[src/video_cfg_consts.vh]
// Purpose: named constants for the video input configuration select block
// Assumes: 8-bit register port driven by the serial-bus slave on the same clock
// Notes:   definitions only
`ifndef VIDEO_CFG_CONSTS_VH
`define VIDEO_CFG_CONSTS_VH

// ==========================================================================
// register offsets and reset values
`define MODE_REG_A_ADDR      8'h00
`define MODE_REG_C_ADDR      8'h02
`define CONV_CTRL_ONE_ADDR   8'h1e
`define CONV_CTRL_TWO_ADDR   8'h1f
`define REG_RESET_VAL        8'h00
`define REG_READ_ZERO        8'h00
`define GAIN_RESET_CODE      3'h0
`define FLAG_RESET           1'b0

// ==========================================================================
// field positions and clamp raise code
`define MRA_OVERRIDE_BIT     0
`define MRA_SAMPLE_HI        5
`define MRA_SAMPLE_LO        3
`define MRA_OUTFMT_BIT       7
`define MRC_AUTO_STD_BIT     7
`define CC1_INPUT_BIT        0
`define CC2_GAIN_HI          6
`define CC2_GAIN_LO          4
`define CC2_CLAMP_HI         3
`define CC2_CLAMP_LO         1
`define CLAMP_RAISE_CODE     3'h7

// ==========================================================================
// register sampling codes in mode_reg_a[5:3]
`define SAMP_NTSC_601        3'h0
`define SAMP_NTSC_SQ         3'h1
`define SAMP_NTSC_4FSC       3'h2
`define SAMP_PAL_601         3'h3
`define SAMP_PAL_SQ          3'h4

// sampling_mode_out encodings
`define SMODE_601            2'h0
`define SMODE_SQUARE         2'h1
`define SMODE_4FSC           2'h2

// strap vector layout after synchronising
`define STRAP_WIDTH          8
`define ST_CTRL_SRC          0
`define ST_FORMAT            1
`define ST_STANDARD          2
`define ST_OUTFMT            3
`define ST_INSEL             4
`define ST_STOP              5
`define ST_GAIN_LO           6
`define ST_GAIN_HI           8

`endif

[src/video_input_config_select.v]
// Purpose: chooses strap or register control for mode, gain and input select
// Assumes: register port comes from the serial-bus slave on clk_in
// Notes:   all outputs registered; strap changes take effect 3 edges later
//          read data is a flop, so it shows a register one edge after the offset
//          register fields are kept in strap mode, so a mode switch uses them at once
//          the unused configuration strap has no port; the board keeps it low
//
// Operation
// - control-source strap low: gain and input choice come from straps.
// - in strap mode, gain and input register fields have no effect.
// - control-source strap high: input choice is converter_ctrl_one bit 0.
// - standard and format straps honoured only while mode_reg_a bit 0 is 0.
// - standard strap low NTSC, high PAL; format low rec.601, high square.
// - mode_reg_c bit 7 set: detected standard replaces the standard strap.
// - NTSC 4fsc only via mode_reg_a bits 5:3, never via straps.
// - output strap low BT.656 with codes, high plain 8-bit Y/CbCr.
// - 3-bit gain strap code selects amp gain step in pin mode.
// - pin mode input strap 0 first composite, 1 second composite.
// - register input-select bit resets to 0, first composite input.
// - converter-stop input halts the converter; held low normally.
// - clamp field 111 in converter_ctrl_two raises sync-tip clamp level.
`timescale 1ns/10ps
`include "video_cfg_consts.vh"
module video_input_config_select (
  input  wire       clk_in,                // 10 MHz system clock
  input  wire       rstn_in,               // async reset, active low
  input  wire       ctrl_source_strap_in,  // 0 pin mode, 1 register mode
  input  wire       format_strap_in,       // 0 rec.601, 1 square pixel
  input  wire       standard_strap_in,     // 0 NTSC, 1 PAL
  input  wire       output_format_strap_in,// 0 BT.656, 1 plain Y/CbCr
  input  wire       input_select_strap_in, // composite input choice strap
  input  wire [2:0] gain_code_straps_in,   // amplifier gain strap code
  input  wire       converter_stop_in,     // converter stop pin, high halts
  input  wire       detected_pal_in,       // auto-identified standard, 1 PAL
  input  wire [7:0] reg_addr_in,           // register offset
  input  wire [7:0] reg_wdata_in,          // register write data
  input  wire       reg_wr_in,             // write strobe, one cycle
  output wire [7:0] reg_rdata_out,         // read data for reg_addr_in
  output reg  [2:0] gain_code_out,         // selected amplifier gain step
  output reg        input_second_out,      // 1 second composite input
  output reg        standard_pal_out,      // 1 PAL, 0 NTSC
  output reg  [1:0] sampling_mode_out,     // 601, square or 4fsc
  output reg        output_plain_out,      // 1 plain Y/CbCr, 0 BT.656
  output reg        clamp_raise_out,       // raise sync-tip clamp level
  output reg        converter_halt_out     // stop the converter
);

  // ==========================================================================
  // strap synchroniser
  wire [`STRAP_WIDTH:0] strap_raw;
  wire [`STRAP_WIDTH:0] strap_s;

  // order must match the strap bit positions in the header
  assign strap_raw = {gain_code_straps_in, converter_stop_in, input_select_strap_in,
                      output_format_strap_in, standard_strap_in, format_strap_in,
                      ctrl_source_strap_in};

  strap_sync #(
    .WIDTH (`STRAP_WIDTH + 1)
  ) u_strap_sync (
    .clk_in   (clk_in),
    .rstn_in  (rstn_in),
    .async_in (strap_raw),
    .sync_out (strap_s)
  );

  // gain bits cross one by one; a strap change may show a mixed code for a cycle
  wire       pin_mode  = ~strap_s[`ST_CTRL_SRC];
  wire [2:0] gain_pins = strap_s[`ST_GAIN_HI:`ST_GAIN_LO];

  // ==========================================================================
  // registers
  // four byte registers, each read back exactly as written
  reg [7:0] mode_reg_a_reg;
  reg [7:0] mode_reg_c_reg;
  reg [7:0] converter_ctrl_one_reg;
  reg [7:0] converter_ctrl_two_reg;

  // writes always land; strap mode just ignores the gain and input fields on use
  always @(posedge clk_in or negedge rstn_in) begin
    if (!rstn_in) begin
      mode_reg_a_reg         <= `REG_RESET_VAL;
      mode_reg_c_reg         <= `REG_RESET_VAL;
      converter_ctrl_one_reg <= `REG_RESET_VAL;
      converter_ctrl_two_reg <= `REG_RESET_VAL;
    end else if (reg_wr_in) begin
      case (reg_addr_in)
        `MODE_REG_A_ADDR:    mode_reg_a_reg         <= reg_wdata_in;
        `MODE_REG_C_ADDR:    mode_reg_c_reg         <= reg_wdata_in;
        `CONV_CTRL_ONE_ADDR: converter_ctrl_one_reg <= reg_wdata_in;
        `CONV_CTRL_TWO_ADDR: converter_ctrl_two_reg <= reg_wdata_in;
        default: begin
          // unmapped offsets: the write is dropped
        end
      endcase
    end
  end

  // unmapped offsets read as zero so a host scan sees no ghosts
  reg [7:0] rdata_mux;
  always @* begin
    case (reg_addr_in)
      `MODE_REG_A_ADDR:    rdata_mux = mode_reg_a_reg;
      `MODE_REG_C_ADDR:    rdata_mux = mode_reg_c_reg;
      `CONV_CTRL_ONE_ADDR: rdata_mux = converter_ctrl_one_reg;
      `CONV_CTRL_TWO_ADDR: rdata_mux = converter_ctrl_two_reg;
      default:             rdata_mux = `REG_READ_ZERO;
    endcase
  end

  // ==========================================================================
  // read data
  // one cycle of read latency buys a flop-driven data output
  reg [7:0] rdata_reg;
  always @(posedge clk_in or negedge rstn_in) begin
    if (!rstn_in) begin
      rdata_reg <= `REG_READ_ZERO;
    end else begin
      rdata_reg <= rdata_mux;
    end
  end
  assign reg_rdata_out = rdata_reg;

  // ==========================================================================
  // selection
  // override hands standard, format and output format to mode_reg_a
  wire       override  = mode_reg_a_reg[`MRA_OVERRIDE_BIT];
  wire       auto_std  = mode_reg_c_reg[`MRC_AUTO_STD_BIT];
  wire [2:0] samp_code = mode_reg_a_reg[`MRA_SAMPLE_HI:`MRA_SAMPLE_LO];

  reg [2:0] gain_next;
  reg       input_next;
  reg       pal_next;
  reg [1:0] smode_next;
  reg       outfmt_next;
  // decoded register sampling code
  reg       reg_pal;
  reg [1:0] reg_smode;

  always @* begin
    // unknown register codes fall back to NTSC rec.601
    case (samp_code)
      `SAMP_NTSC_SQ: begin
        reg_pal   = 1'b0;
        reg_smode = `SMODE_SQUARE;
      end
      `SAMP_NTSC_4FSC: begin
        reg_pal   = 1'b0;
        reg_smode = `SMODE_4FSC;
      end
      `SAMP_PAL_601: begin
        reg_pal   = 1'b1;
        reg_smode = `SMODE_601;
      end
      `SAMP_PAL_SQ: begin
        reg_pal   = 1'b1;
        reg_smode = `SMODE_SQUARE;
      end
      default: begin
        reg_pal   = 1'b0;
        reg_smode = `SMODE_601;
      end
    endcase
  end

  // gain and input source follow the control-source strap only
  always @* begin
    if (pin_mode) begin
      gain_next  = gain_pins;
      input_next = strap_s[`ST_INSEL];
    end else begin
      gain_next  = converter_ctrl_two_reg[`CC2_GAIN_HI:`CC2_GAIN_LO];
      input_next = converter_ctrl_one_reg[`CC1_INPUT_BIT];
    end
  end

  // mode straps yield to the override bit; auto-detect beats both for the standard
  always @* begin
    if (!override) begin
      // strap path can only reach 601 or square, never 4fsc
      pal_next    = strap_s[`ST_STANDARD];
      smode_next  = strap_s[`ST_FORMAT] ? `SMODE_SQUARE : `SMODE_601;
      outfmt_next = strap_s[`ST_OUTFMT];
    end else begin
      pal_next    = reg_pal;
      smode_next  = reg_smode;
      outfmt_next = mode_reg_a_reg[`MRA_OUTFMT_BIT];
    end

    if (auto_std) begin
      pal_next = detected_pal_in;
    end
  end

  // ==========================================================================
  // registered outputs
  // one flop stage after the selection keeps the outputs free of mux glitches
  always @(posedge clk_in or negedge rstn_in) begin
    if (!rstn_in) begin
      gain_code_out      <= `GAIN_RESET_CODE;
      input_second_out   <= `FLAG_RESET;
      standard_pal_out   <= `FLAG_RESET;
      sampling_mode_out  <= `SMODE_601;
      output_plain_out   <= `FLAG_RESET;
      clamp_raise_out    <= `FLAG_RESET;
      converter_halt_out <= `FLAG_RESET;
    end else begin
      gain_code_out      <= gain_next;
      input_second_out   <= input_next;
      standard_pal_out   <= pal_next;
      sampling_mode_out  <= smode_next;
      output_plain_out   <= outfmt_next;
      clamp_raise_out    <= (converter_ctrl_two_reg[`CC2_CLAMP_HI:`CC2_CLAMP_LO]
                             == `CLAMP_RAISE_CODE);
      // stop pin is treated like the straps: two flops, then this one
      converter_halt_out <= strap_s[`ST_STOP];
    end
  end

endmodule

[src/strap_sync.v]
// Purpose: two-flop synchroniser for a group of static strap pins
// Assumes: straps are quasi-static; bits are not guaranteed to land together
// Notes:   first stage is read only by the second stage
`timescale 1ns/10ps
module strap_sync #(
  parameter WIDTH = 8
) (
  input  wire             clk_in,   // system clock
  input  wire             rstn_in,  // async reset, active low
  input  wire [WIDTH-1:0] async_in, // raw pin levels
  output wire [WIDTH-1:0] sync_out  // synchronised levels
);

  reg [WIDTH-1:0] meta_reg;
  reg [WIDTH-1:0] stable_reg;

  // ==========================================================================
  // two stages
  always @(posedge clk_in or negedge rstn_in) begin
    if (!rstn_in) begin
      meta_reg   <= {WIDTH{1'b0}};
      stable_reg <= {WIDTH{1'b0}};
    end else begin
      meta_reg   <= async_in;
      stable_reg <= meta_reg;
    end
  end

  assign sync_out = stable_reg;

endmodule

[config.mk]
export PLATFORM = sky130hd
export DESIGN_NAME = video_input_config_select
export DESIGN_NICKNAME = d
export VERILOG_FILES = /design/src/video_input_config_select.v /design/src/strap_sync.v
export VERILOG_INCLUDE_DIRS = /design/src
export SDC_FILE = /design/constraint.sdc
export NUM_CORES = 1
export LEC_CHECK = 0
export BUFFER_PORTS_ARGS = -buffer_cell sky130_fd_sc_hd__buf_2
export CORE_ASPECT_RATIO = 1.5
export CORE_UTILIZATION = 26
export CTS_BUF_LIST = sky130_fd_sc_hd__clkbuf_4 sky130_fd_sc_hd__clkbuf_8
export DETAILED_ROUTE_END_ITERATION = 10
export GPL_TIMING_DRIVEN = 0
export PLACE_DENSITY = 0.43
export SETUP_SLACK_MARGIN = 0.02
export SLEW_MARGIN = 0
export SYNTH_ARGS = -nofsm -noshare
export SYNTH_HDL_FRONTEND = slang
export SYNTH_SLANG_ARGS = --single-unit
[constraint.sdc]
create_clock -name clk_in -period 1.1 [get_ports clk_in]
set_clock_uncertainty 0.2 [all_clocks]
set_input_delay 0 -clock clk_in [delete_from_list [all_inputs] [get_ports clk_in]]
set_output_delay 0 -clock clk_in [all_outputs]
set_load 0.03 [all_outputs]
* Word-level counts from Yosys, hierarchy flattened
Cells that the tools add are included.
** Storage, ports and cells
- Register bits after elaboration :: 68
- Input port bits :: 29
- Output and inout bits :: 18
- Word-level logic and storage cells :: 39
** Cells by class
- Equal/unequal tests :: 8
- Mux-type cells :: 10
- Reduce and logical (&&, ||, !) cells :: 7
** Operators with widths (count)
- $pmux W8 S4 :: 1
- $eq A8 B5 Y1 const B :: 2
- $eq A8 B2 Y1 const B :: 1
- $logic_not A8 Y1 :: 1
- $reduce_and A2 Y1 :: 4
- $eq A3 B2 Y1 const B :: 2
- $eq A3 B3 Y1 const B :: 2
- $mux W1 :: 6
- $pmux W2 S2 :: 1
- $reduce_or A2 Y1 :: 2
- $eq A3 B1 Y1 const B :: 1
- $mux W3 :: 1
- $mux W2 :: 1

* Longest topological paths before layout
- Depth in word-level cells :: 5
- Mapped depth :: 5
- Gate-level depth less buffers :: 3

* Hierarchy
From an unflattened synthesis, not the netlist that was laid out.
** Unflattened totals
- Cells, all modules :: 156
- Area, all modules :: 2506.2 um^2
** By module, submodules not included
- video_input_config_select :: instances 1, cells an instance 138, area each 2055.7 um^2, seq. area each 1251.2 um^2
- strap_sync :: instances 1, cells an instance 18, area each 450.4 um^2, seq. area each 450.4 um^2

* Worst setup path after synthesis
Ideal clock, no wire load.
- Path type :: in2reg
- Start point :: input reg_addr_in[7]
- End point :: register converter_ctrl_two_reg[0]
- Setup time :: 125 ps
- Arrival :: 1429 ps
- Required time :: 775 ps
- Path slack :: -654 ps
- Stages :: 5
- Buffers on the path :: 2
- Path through :: or3_1 -> buf_6 -> or4_4 -> buf_6 -> mux2_4
** On the way
- Longest elaborated chain between the ends :: 2
** Ends and longest elaborated chain
- from (decl) :: line video_input_config_select.v:35 : input wire [7:0] reg_addr_in,
- $eq A8 B5 Y1 :: line video_input_config_select.v:87 : case (reg_addr_in)
- $reduce_and A2 Y1 (no line)
- to (signal assigned) :: line video_input_config_select.v:85 : converter_ctrl_two_reg <= `REG_RESET_VAL;
- to (signal assigned) :: line video_input_config_select.v:91 : `CONV_CTRL_TWO_ADDR: converter_ctrl_two_reg <= reg_wdata_in;
- to (decl) :: line video_input_config_select.v:77 : reg [7:0] converter_ctrl_two_reg;
No other way between the ends.
A chain may end at the register's enable or synchronous reset.

* Worst setup path after layout
- Start point :: input reg_addr_in[2]
- End point :: register mode_reg_a_reg[0]
** On the way
- Longest elaborated chain between the ends :: 2
** Ends and longest elaborated chain
- $logic_not A8 Y1 :: line video_input_config_select.v:87
- $reduce_and A2 Y1 (no line)
- to (signal assigned) :: line video_input_config_select.v:82 : mode_reg_a_reg <= `REG_RESET_VAL;
- to (signal assigned) :: line video_input_config_select.v:88 : `MODE_REG_A_ADDR: mode_reg_a_reg <= reg_wdata_in;
- to (decl) :: line video_input_config_select.v:74 : reg [7:0] mode_reg_a_reg;
No other way between the ends.

==> metrics.yaml <==
nets: 292
maxCapViolations: 0
clk_pin_slew_ns: 0.07
ios: 47
violations: "hold timing, setup timing"
mappedNetlistArea_um2: 2560
die_width_um: 83.0
routabilityCongestion: 0.664
internal_power_uw: 4370
drt-initial-drc-count: 72
arrival_ns: 1.46
multi_input_area_um2: 1010
grt_usage: 0.122
drcViolationCount: 0
area_growth_pct: 54.8
fin_util: 0.411
synth.top_cell.area_share: 0.664
worst_slew_pin_slew_ns: 0.875
syn_inst: 159
cts_hold_buf: 18
cp_top_family: "simple AND/OR/NAND/NOR gates"
p_comb_frac: 0.095
clock.fmax_ghz: 0.695
ir_drop_v: 0.000612
antenna_found_initial: 0
path_buf_inv: 1
crit_chain: "buf_6 -> or4_4 -> or3_4 -> mux2_4"
power.net_switching_uw: 1210
seq_area_um2: 1710
ctsLongestPathBuffers: 2
relSlewSlack: 0.417
row_count: 44
initial_core_util: 0.266
synth_area_leaders: "dfrtp_1 (66%), mux2_2 (9.7%), mux2_4 (4.7%), mux2_1 (3.5%), a221o_1 (3.1%)"
critPathLaunchType: "primary input"
h-tree-depth: 3
finalCritPeriodShare: 1.31
yosysWarnings: 0
ys_seq_area_frac: 0.664
rsz0062_at_grt: "true"
powerDensity_nw_per_um2: 1410
clock_sinks: 68
p_clk_frac: 0.426
antennaDiodeCount: 0
crit_fanout: 8
core_area_um2: 9630
synth_area_leader_cell: "dfrtp_1"
switching_share: 0.217
critPathRequiredTime_ns: 1.12
pwr-share-seq: 0.478
numCtsBuffers: 9
syn-num-nets: 188
end_kind: "flop"
status: "finished with violations"
grt_max_degree: 69
synth_area_per_cell_um2: 16.1
num-fill-cells: 914
leakagePower_uw: 0.00193
grt_overflow: 0
first_global_vias: 1733
wirelength_mm: 6.06
drv_slew: 0
fin_ws_ns: -0.338
ant_nets: 0
clock_tree.root_cell: "clkbuf_8"
port_buffers: 46
critical_path_class: "in2reg"
cts_tree: "done"
fp.dieH_um: 124
max_stage_delay_ns: 0.54
drive_gt1_frac: 0.586
via_count: 1736
setup_violations: 36
dr.pass1.iters: 4
via_per_inst: 4.53
grt_pass1_wl_mm: 9.25
synthDistinctLibCells: 25
hold_viol_final: 68
wl_per_cell_um: 15.8
dpl.hpwl_mm: 3.44
critPathSlowestCell: "or4_4"
clock_insertion_delay_worst_skew_ns: 0.34
layout_min_cycle_time_ns: 1.44
hold_class: "in2async"
holdWs_ns: -0.462
tns_ns: -8.36
synth.ff_latch_count: 68
dieArea_um2: 10300
==> synth_stat cells <==
cell       n
o221ai_1   1
nor2_1     4
nor4_4     1
nand2_1    1
clkbuf_1   1
or3_1      2
nand4_1    2
nor4bb_1   1
inv_1      2
xnor2_1    1
or4_1      2
a221o_1    8
buf_6      2
mux2_1     8
dfrtp_1   68
and3_1     2
mux2_4     8
nor3_1     9
a22o_1     1
mux2i_1    8
nor4_1     1
nand2b_1   1
mux2_2    22
buf_2      2
or4_4      1
==> kinds of logic (layout without fill, tap and decap cells) <==
group                     Yosys count  in the layout  share of synthesized area
and+or+nand+nor                    27             27                     0.0669
xor gates and xnor gates            1              1                    0.00342
DFF                                68             68                      0.664
buffers and inverters               7            116                     0.0171
AOI/OAI and AO/OA                  10             10                     0.0381
muxes                              46             46                      0.210
==> stage by stage <==
stage	hold WS, ns	setup WS (ns)	power (uW)	std cells	instance area [um^2]
2_1_floorplan	-0.496	-0.654	2880	159	2660
3_3_place_gp	-0.0911	-1.13	3050	320	3030
3_5_place_dp	-0.0907	-1.13	3060	320	3030
4_1_cts	-0.401	-0.396	5640	375	3850
5_1_grt	-0.390	-0.327	5840	383	3960
6_report	-0.462	-0.338	5580	383	3960
==> path summary, 6_finish.rpt <==
path	startpoint	to	slack (ns)	cells past startpoint
worst max-delay path	reg_addr_in[2]	mode_reg_a_reg[0]	-0.34	4
worst min-delay path	rstn_in	reg_rdata_out[1]	-0.46	1
worst max register to register	mode_reg_a_reg[5]	sampling_mode_out[0]	-0.16	3
worst min register to register	u_strap_sync.meta_reg[4]	u_strap_sync.sync_out[4]	0.14	0
max in group asynchronous	rstn_in	mode_reg_a_reg[5]	0.50	1
min in group clk_in	reg_wr_in	mode_reg_c_reg[4]	0.02	4
==> cells in the final DEF (no fill, tap or decap), types with 3 or more instances in the layout <==
cell type / count
a221o_1: 8
buf_2: 23
buf_4: 24
buf_6: 29
clkbuf_8: 12
dfrtp_1: 64
dfrtp_2: 4
dlygate4sd3_1: 18
mux2_2: 7
mux2_4: 31
mux2i_1: 8
nor2_1: 3
nor3_2: 7
or4_4: 3
==> cell type report <==
| cell class | instances | area share |
|---|---|---|
| clock buffer | 12 | 0.0417 |
| sequential | 68 | 0.431 |
| buffer | 3 | 0.00821 |
| inverter | 2 | 0.00189 |
| multi-input combinational | 84 | 0.256 |
| tap | 115 | 0.0363 |
| timing repair buffer | 95 | 0.208 |
| clock inverter | 4 | 0.0177 |
==> metal layers <==
layer  up-vias  wire [um]  GRT usage
met5         -          0          0
met4         0        177     0.0819
met3        12        198     0.0287
met2        40       3020      0.184
met1       893       2670      0.158
li1        791          -          -
==> power by group through the flow <==
| stage | Clock [uW] | Sequential, uW | Combinational [uW] |
|---|---|---|---|
| global placement | 0 | 2710 | 344 |
| global route | 2580 | 2680 | 576 |
| floorplan | 0 | 2730 | 150 |
| finish | 2380 | 2670 | 532 |
| CTS | 2470 | 2670 | 499 |
| detailed placement | 0 | 2710 | 351 |
==> timing repair <==
item / 4_1_cts / 5_1_grt
hold endpoints to repair: 110 / 68
pin swaps: 6 / 9
setup endpoints to repair: 66 / 58
gates cloned: 0 / 0
resized for setup: 70 / 17
buffers inserted: 21 / 12
No activity file was read; power rests on OpenSTA's default activity.
